==> src/design/adt_pkg.sv <==
// Purpose: shared constants for the comparator trigger-reset control block
// Assumes: 32-bit avalon-mm register bus, 200 MHz ref_clk
// Notes: only trigger units 2..6 are handled here
package adt_pkg;
   localparam int NUM_UNITS = 5;
   localparam int FIRST_UNIT = 2;
   localparam int RES_W = 12;
   localparam int ADDR_W = 12;
   localparam logic [11:0] RIC_OFFSET = 12'hD00;
   localparam logic [11:0] STAT_OFFSET = 12'hD04;
   localparam int TRIG_LSB = 18;
   localparam int TRIG_MSB = 22;
   localparam logic [4:0] TRIG_RESET_VAL = 5'h00;
   localparam int CLR_CYCLES = 2;
   localparam logic [1:0] CLR_CNT_INIT = 2'h1;
   typedef enum logic [1:0] {
      ADT_IDLE,
      ADT_CLEAR,
      ADT_DONE
   } adt_clr_state_t;
endpackage : adt_pkg

==> src/design/adt_unit_if.sv <==
// Purpose: bundle between controller and one comparator trigger unit
// Assumes: single clock domain
// Notes: clear_req is a level held until clear_done pulses
interface adt_unit_if;
   logic clear_req;
   logic clear_done;
   logic [11:0] sample;
   logic sample_valid;
   logic [11:0] threshold;
   logic trigger;
   logic history_valid;
   modport ctrl (output clear_req, input clear_done, input trigger, input history_valid);
   modport unit (input clear_req, output clear_done, input sample, input sample_valid,
      input threshold, output trigger, output history_valid);
endinterface : adt_unit_if

==> src/design/adt_dcmp_trig_ctrl.sv <==
// Purpose: software-driven trigger-history reset for comparator units 2..6
// Assumes: avalon-mm slave, 32-bit data, byte address, 200 MHz ref_clk
// Notes: trigger units are instantiated here so the reset acts on real state
// Operation
// - bit 22 write one resets unit six
// - bits 21..18 reset units five to two
// - bit self-clears once unit clearing finishes
// - trigger uses current and previous result
// - bits read/write, zero after reset
module adt_dcmp_trig_ctrl (
   input wire logic ref_clk,
   input wire logic nrst,
   input wire logic [11:0] avs_address,
   input wire logic avs_read,
   input wire logic avs_write,
   input wire logic [31:0] avs_writedata,
   input wire logic [3:0] avs_byteenable,
   output logic [31:0] avs_readdata,
   output logic avs_waitrequest,
   input wire logic [59:0] cmp_sample,
   input wire logic [4:0] cmp_sample_valid,
   input wire logic [59:0] cmp_threshold,
   output logic [4:0] cmp_trigger
);
   logic [4:0] pend_reg;
   logic [4:0] pend_next;
   logic [4:0] done_w;
   logic [4:0] hist_w;
   logic [4:0] trig_w;
   logic [31:0] rdata_reg;
   logic ack_reg;
   logic sel_ric;
   logic sel_stat;
   logic wr_ric;
   logic [4:0] set_w;
   logic [31:0] rd_mux;
   logic req;

   // one wait cycle per access gives a registered read path
   assign req = avs_read || avs_write;
   assign avs_waitrequest = req && !ack_reg;
   assign sel_ric = (avs_address == adt_pkg::RIC_OFFSET);
   assign sel_stat = (avs_address == adt_pkg::STAT_OFFSET);
   // bits 22..18 all sit in byte lane 2
   // the write lands only at the edge where waitrequest is low
   assign wr_ric = avs_write && ack_reg && sel_ric && avs_byteenable[2];
   // a zero bit sets nothing; software cannot cancel a pending reset
   assign set_w = wr_ric ? avs_writedata[adt_pkg::TRIG_MSB:adt_pkg::TRIG_LSB] : 5'h00;
   // set wins over the self-clear in the same cycle
   assign pend_next = set_w | (pend_reg & ~done_w);

   always_comb begin
      rd_mux = 32'h0000_0000;
      if (sel_ric) begin
         rd_mux[adt_pkg::TRIG_MSB:adt_pkg::TRIG_LSB] = pend_reg;
      end else if (sel_stat) begin
         rd_mux[4:0] = hist_w;
         rd_mux[12:8] = trig_w;
      end
   end

   always_ff @(posedge ref_clk or negedge nrst) begin
      if (!nrst) begin
         pend_reg <= adt_pkg::TRIG_RESET_VAL;
         ack_reg <= 1'b0;
         rdata_reg <= 32'h0000_0000;
      end else begin
         pend_reg <= pend_next;
         ack_reg <= req && !ack_reg;
         // capture once per read so the data stands until the next read
         if (avs_read && !ack_reg) begin
            rdata_reg <= rd_mux;
         end
      end
   end
   assign avs_readdata = rdata_reg;
   assign cmp_trigger = trig_w;

   genvar gi;
   generate
      for (gi = 0; gi < adt_pkg::NUM_UNITS; gi++) begin : g_unit
         adt_unit_if uif ();
         assign uif.clear_req = pend_reg[gi];
         assign uif.sample = cmp_sample[gi*12 +: 12];
         assign uif.sample_valid = cmp_sample_valid[gi];
         assign uif.threshold = cmp_threshold[gi*12 +: 12];
         assign done_w[gi] = uif.clear_done;
         assign hist_w[gi] = uif.history_valid;
         assign trig_w[gi] = uif.trigger;
         adt_trig_unit u_unit (
            .ref_clk(ref_clk),
            .nrst(nrst),
            .u(uif.unit)
         );
      end
   endgenerate

   // software is expected to reset units before each new sequence

   a_pend_sets: assert property (@(posedge ref_clk) disable iff (!nrst)
      wr_ric && avs_writedata[22] |=> pend_reg[4])
      else $error("bit 22 write did not set pending");
   a_low_sets: assert property (@(posedge ref_clk) disable iff (!nrst)
      wr_ric && avs_writedata[18] |=> pend_reg[0])
      else $error("bit 18 write did not set pending");
   a_self_clear: assert property (@(posedge ref_clk) disable iff (!nrst)
      $rose(pend_reg[4]) && !set_w[4] |=> ##[0:3] !pend_reg[4])
      else $error("pending bit did not self-clear");
   a_hist_flush: assert property (@(posedge ref_clk) disable iff (!nrst)
      done_w[2] |=> !hist_w[2])
      else $error("history kept after clear");
   a_zero_keeps: assert property (@(posedge ref_clk) disable iff (!nrst)
      wr_ric && !avs_writedata[19] && !pend_reg[1] |=> !pend_reg[1])
      else $error("zero write started a clear");
   a_read_pend: assert property (@(posedge ref_clk) disable iff (!nrst)
      avs_read && sel_ric && !avs_waitrequest |-> avs_readdata[22:18] == $past(pend_reg))
      else $error("read data does not show pending");
   a_reset_zero: assert property (@(posedge ref_clk)
      $rose(nrst) |-> pend_reg == 5'h00)
      else $error("pending not zero after reset");
   a_done_pend: assert property (@(posedge ref_clk) disable iff (!nrst)
      done_w[0] |-> pend_reg[0])
      else $error("clear done without pending");
   c_clear_u6: cover property (@(posedge ref_clk) disable iff (!nrst) done_w[4]);
   c_all_set: cover property (@(posedge ref_clk) disable iff (!nrst) pend_reg == 5'h1F);
   c_trig: cover property (@(posedge ref_clk) disable iff (!nrst) trig_w[0]);
   c_set_vs_clr: cover property (@(posedge ref_clk) disable iff (!nrst) set_w[1] && done_w[1]);
endmodule : adt_dcmp_trig_ctrl

==> src/design/adt_trig_unit.sv <==
// Purpose: one comparator trigger unit holding the previous result to compare with the current one
// Assumes: clear_req held high until clear_done
// Notes: trigger fires on an upward crossing of the threshold
module adt_trig_unit (
   input wire logic ref_clk,
   input wire logic nrst,
   adt_unit_if.unit u
);
   logic [11:0] prev_reg;
   logic hist_reg;
   logic trig_reg;
   logic [1:0] cnt_reg;
   logic clearing;
   logic crossing;
   assign clearing = u.clear_req;
   // needs both the held previous result and the new one
   assign crossing = hist_reg && (prev_reg < u.threshold) && (u.sample >= u.threshold);
   always_ff @(posedge ref_clk or negedge nrst) begin
      if (!nrst) begin
         prev_reg <= 12'h000;
         hist_reg <= 1'b0;
         trig_reg <= 1'b0;
         cnt_reg <= 2'h0;
      end else if (clearing) begin
         prev_reg <= 12'h000;
         hist_reg <= 1'b0;
         trig_reg <= 1'b0;
         cnt_reg <= (cnt_reg == 2'h0) ? adt_pkg::CLR_CNT_INIT : 2'h0;
      end else begin
         cnt_reg <= 2'h0;
         if (u.sample_valid) begin
            prev_reg <= u.sample;
            hist_reg <= 1'b1;
            trig_reg <= crossing;
         end
      end
   end
   // clearing takes two cycles; done on the second
   assign u.clear_done = clearing && (cnt_reg == adt_pkg::CLR_CNT_INIT);
   assign u.trigger = trig_reg;
   assign u.history_valid = hist_reg;
endmodule : adt_trig_unit

==> config.mk <==
export PLATFORM = sky130hd
export DESIGN_NAME = adt_dcmp_trig_ctrl
export DESIGN_NICKNAME = d
export VERILOG_FILES = /design/src/design/adt_pkg.sv /design/src/design/adt_unit_if.sv /design/src/design/adt_dcmp_trig_ctrl.sv /design/src/design/adt_trig_unit.sv
export SDC_FILE = /design/constraint.sdc
export NUM_CORES = 1
export LEC_CHECK = 0
export ABC_AREA = 0
export BUFFER_PORTS_ARGS = -buffer_cell sky130_fd_sc_hd__buf_2
export CAP_MARGIN = 30
export CORE_AREA = 2 2 115 117
export DETAILED_ROUTE_END_ITERATION = 8
export DIE_AREA = 0 0 117 119
export GPL_ROUTABILITY_DRIVEN = 0
export GPL_TIMING_DRIVEN = 1
export MAX_ROUTING_LAYER = met4
export PLACE_DENSITY = 0.88
export SLEW_MARGIN = 40
export SYNTH_ARGS = -nofsm -noshare
export SYNTH_HDL_FRONTEND = slang
export SYNTH_SLANG_ARGS = --single-unit
export TNS_END_PERCENT = 1
==> constraint.sdc <==
create_clock -name ref_clk -period 2.5 [get_ports ref_clk]
set_input_delay 0.125 -clock ref_clk [delete_from_list [all_inputs] [get_ports ref_clk]]
set_output_delay 0.125 -clock ref_clk [all_outputs]
set_load 0.01 [all_outputs]
# [After elaboration in Yosys (flattened, before gate mapping)]
# Index checks and enable logic that the tools add are counted.
[classes] magnitude_cmp=10 eq_ne=7 n_mux=46 n_bitwise=3 n_reduce_logical=32
[op_table] cell="$mux 12" count=10
[op_table] cell="$ge 12x12->1" count=5
[op_table] cell="$lt 12x12->1" count=5
[op_table] cell="$mux 5" count=6
[op_table] cell="$mux 1" count=25
[op_table] cell="$eq 12x12->1 const B" count=2
[op_table] cell="$logic_and 1x1->1" count=20
[op_table] cell="$eq 2x1->1 const B" count=5
[op_table] cell="$logic_not 2->1" count=5
[op_table] cell="$mux 2" count=5
[op_table] cell="$reduce_bool 2->1" count=5
[op_table] cell="$and 5x5->5" count=1
[op_table] cell="$not 5->5" count=1
[op_table] cell="$or 5x5->5" count=1
[op_table] cell="$logic_not 1->1" count=1
[op_table] cell="$logic_or 1x1->1" count=1
[totals] reg_bits=101 out_inout_bits=38

# [Depth between registers and ports, before layout]
[logic_depth] depth_word=5 ltp_mapped=7 ltp_nobuf=7

# [Modules after synthesis]
# A second synthesis with hierarchy kept.
[unflattened] hier_cells=694 hier_area_um2=6839.1
[by_module_without_submodules] mod="adt_trig_unit" n_inst=5 cells_per_inst=115 area_per_inst_um2=1131.1 seq_area_each_um2=375.4
[by_module_without_submodules] mod="adt_dcmp_trig_ctrl" n_inst=1 cells_per_inst=119 area_per_inst_um2=1183.6 seq_area_each_um2=525.5

# [Worst setup path before layout]
# OpenSTA, ideal clock, no wires.
[synth_path] path_type="reg-to-reg" from="register g_unit[1].u_unit.prev_reg[9]" to="register g_unit[1].u_unit.trig_reg" setup_ps=101 t_arrival_ps=1671 path_slack_ps=728 path_stages_with_launch=7 n_path_buf=0 synth_period_minus_slack_ps=1772 path_cell_list="dfrtp_1 ha_1 a21o_1 a21o_1 a2111oi_0 o41ai_1 o32ai_1"
[synth_via] elab_chain_len=5
[synth_rtl] element="from (decl)" line="adt_trig_unit.sv:9" source="logic [11:0] prev_reg;"
[synth_rtl] element="from (signal assigned)" line="adt_trig_unit.sv:32" source="prev_reg <= u.sample;"
[synth_rtl] element="$lt 12x12->1" line="adt_trig_unit.sv:17" source="assign crossing = hist_reg && (prev_reg < u.threshold) && (u.sample >= u.threshold);"
[synth_rtl] element="$logic_and 1x1->1 (2 in series)" line="adt_trig_unit.sv:17"
[synth_rtl] element="$mux 1" line="adt_trig_unit.sv:31" source="if (u.sample_valid) begin"
[synth_rtl] element="$mux 1" line="adt_trig_unit.sv:24" source="end else if (clearing) begin"
[synth_rtl] element="to (signal assigned)" line="adt_trig_unit.sv:34" source="trig_reg <= crossing;"
[synth_rtl] element="to (decl)" line="adt_trig_unit.sv:11" source="logic trig_reg;"
# No other way between the ends. The select of a mux whose other input is x is not followed.
# A chain may end at the register's enable or synchronous reset.

# [Final worst setup path]
# Same ends and word-level chain as after synthesis.

==> impl_results.md <==
* Largest cells by area after synthesis: dfrtp_1, ha_1, mux2i_1
* DRC Markers at 0
* Setup TNS at 0 ns
* Deepest level of the CTS H-tree at 3
* Vias in the first global route at roughly 5200
* Worst-path fanout max at 2
* Die width at between 100 and 150 µm
* Post-Place Worst Slack at 0.527 ns
* Worst Hold Class: in2reg
* Clk_skew at 0.00796 ns
* Die area at around 14000 µm²
* Setup-failing EPs final at 0
* WL final at 14400 µm
* # nets final at between 1000 and 1500
* Vias per cell at 5.22
* I/O pins at 215
* CP Capture Point: g_unit[1].u_unit.u.trigger
* Port buffer count at 167
* Site row count at 42
* R2r startpoint: g_unit[1].u_unit.prev_reg[9]
* Final period util at 0.772
* Grt total ovfl at 0
* Max FFs per register at 60
* Via count at 5150
* Crit path DAT at 2.16 ns
* Synth-to-Final Area Change at 19.7%
* Root buffer cell: clkbuf_16
* Post-Syn Instances at 645
* Die height at 119 µm
* Cell variety after synth at 40
* Flop2flop setup slack at around 0.57 ns
* CTS clock-pin slew for the worst setup and hold paths at about 0.06 ns
* Worst r2r path cells at 6
* Max Clk Rate at 518 MHz
* Reg2reg end: g_unit[1].u_unit.u.trigger
* Min Hold Slack at 0.0180 ns
* Yosys warns at 0
* Multi-input gate area at 3640 µm²
* Worst skew pair latency at 0.33 ns
* Final Critical Period at 1.93 ns
* DRT Pass-1 Iters at 5
* Fin. Hold Viols at 0
* Bufs on Longest Clock Path at 2
* RSZ-0062 raised after global routing: no
* Core area at 12900 µm²
* Share of cells above drive strength 1 at 0.231
* Overall Power at 4.01 mW
* Diodes inserted at 0
* Largest net degree at the start of global routing at 54
* Seq/Total Area, Yosys at 0.372
* Reg area at 2400 µm²
* Area leader, netlist: dfrtp_1
* # Max-Cap Violations at 0
* Worst-margin pin slew at 0.687 ns
* Initial DRC Count at 277
* CTS Buf Count at 9
* Routed Antenna Nets at 0
* LEAKAGE at between 4 and 5 nW
* Synthesized area per cell at 10.0 µm²
* Starting Density at 0.502
* Post-synthesis register bit count at 96
* Status: finished, final reports clean
* HPWL after DPL at about 12000 µm
* Global-route wire length before repair at 23700 µm
* Max-slew violation count at 0
* Crit path launch type: flip-flop
* Setup Fix Bufs, Post-CTS at 0
* Post-CTS Resized at 0
* Pwr/cell area at roughly 520 nW/µm²
* CTS Sinks at 96
* Peak supply drop at 439 µV
* Worst path required time at between 2 and 3 ns
* CP endpoint kind: flip-flop
* Worst setup path start: g_unit[1].u_unit.prev_reg[9]
* Total GRT Usage at 0.219
* Setup ws final at 0.569 ns
* Yosys top cell area share at 0.372
* Hold_buf cts at 5
* Initial antenna violation count at 0
* Fillers at approximately 1100
* Wirelength per Cell at 14.6 µm
* CTS tree: done
* Relative slew slack at 0.542
* Crit Path Class: reg2reg
* Synthesized cell area at 6470 µm²
stage by stage:
stage	util	instance area, µm²	cells
final	0.601	7740	987
after global routing	0.601	7740	987
after CTS	0.601	7740	987
after detailed placement	0.573	7380	968
after global placement	0.573	7380	968
after floorplan	-	6530	661
worst max-delay path, cell delays in order (launching register included):
cell and delay (ns):
dfrtp_1 0.39, ha_1 0.29, a21o_1 0.16, a21o_1 0.16
a2111oi_0 0.42, o41ai_1 0.14, o32ai_1 0.27
where the power goes:
group	leakage (nW)	internal (mW)	switching, mW
Sequential	1.17	1.67	0.0699
Combinational	3.04	0.386	0.436
Clock	0.154	0.889	0.560
Total	4.36	2.94	1.07
layout make-up:
type,count,share of cell area
Sequential cell,96,0.310
Clock inverter,4,0.00906
Clock buffer,10,0.0309
Inverter,69,0.0335
Multi-Input combinational cell,457,0.470
Tap cell,176,0.0285
Timing Repair Buffer,175,0.118
layer usage:
metal	vias up	wire length [µm]	GRT usage
met5	-	0	-
met3	28	620	0.0321
met2	143	6890	0.357
met1	2399	6550	0.277
met4	0	331	0.0779
li1	2580	-	-
cells in the mapped netlist (all sizes together):
| master | count |
|---|---|
| o31ai | 1 |
| nand2 | 15 |
| nor4bb | 4 |
| a31oi | 3 |
| inv | 69 |
| mux2i | 60 |
| a21o | 21 |
| ha | 115 |
| o41ai | 1 |
| and4 | 8 |
| o32ai | 4 |
| o211ai | 4 |
| buf | 22 |
| o2111ai | 4 |
| or3 | 1 |
| a21boi | 4 |
| nand4 | 8 |
| nand3b | 1 |
| a21oi | 24 |
| nor4 | 3 |
| nor3 | 2 |
| nor2 | 93 |
| nand3 | 3 |
| a2111oi | 5 |
| o21ai | 12 |
| a221oi | 3 |
| nor2b | 6 |
| or4 | 1 |
| o221ai | 3 |
| or4b | 1 |
| a211o | 3 |
| a22o | 15 |
| a211oi | 5 |
| nand2b | 7 |
| conb | 1 |
| clkbuf | 17 |
| dfrtp | 96 |
logic make-up after synthesis:
| kind of cell | share of synthesized area |
|---|---|
| and+or+nand+nor | 0.114 |
| AOI/OAI and AO/OA | 0.123 |
| buffers and inverters | 0.0755 |
| other | 0.000580 |
| adders and majority gates | 0.223 |
| DFF | 0.372 |
| muxes | 0.0929 |
worst min-delay path by stage:
stage                      start                           end  slack, ns  cells past startpoint
6_report       avs_writedata[18]                   pend_reg[0]       0.02                      2
5_1_grt        avs_writedata[18]                   pend_reg[0]      0.008                      2
3_3_place_gp                nrst  g_unit[2].u_unit.prev_reg[9]       0.21                      1
4_1_cts        avs_writedata[18]                   pend_reg[0]       0.01                      2
3_5_place_dp                nrst  g_unit[2].u_unit.prev_reg[9]       0.21                      1
2_1_floorplan               nrst                       ack_reg      -0.17                      0
placed cells by master, fill, tap and decap left out, types with 15 or more instances in the layout:
cell type  count
nand2_1       15
a21oi_1       24
inv_1         69
conb_1        17
a22o_1        15
dfrtp_1       96
a21o_1        21
buf_2        166
nor2_1        91
ha_1         115
mux2i_1       60
Note: power is estimated with default switching activity, not from simulation.
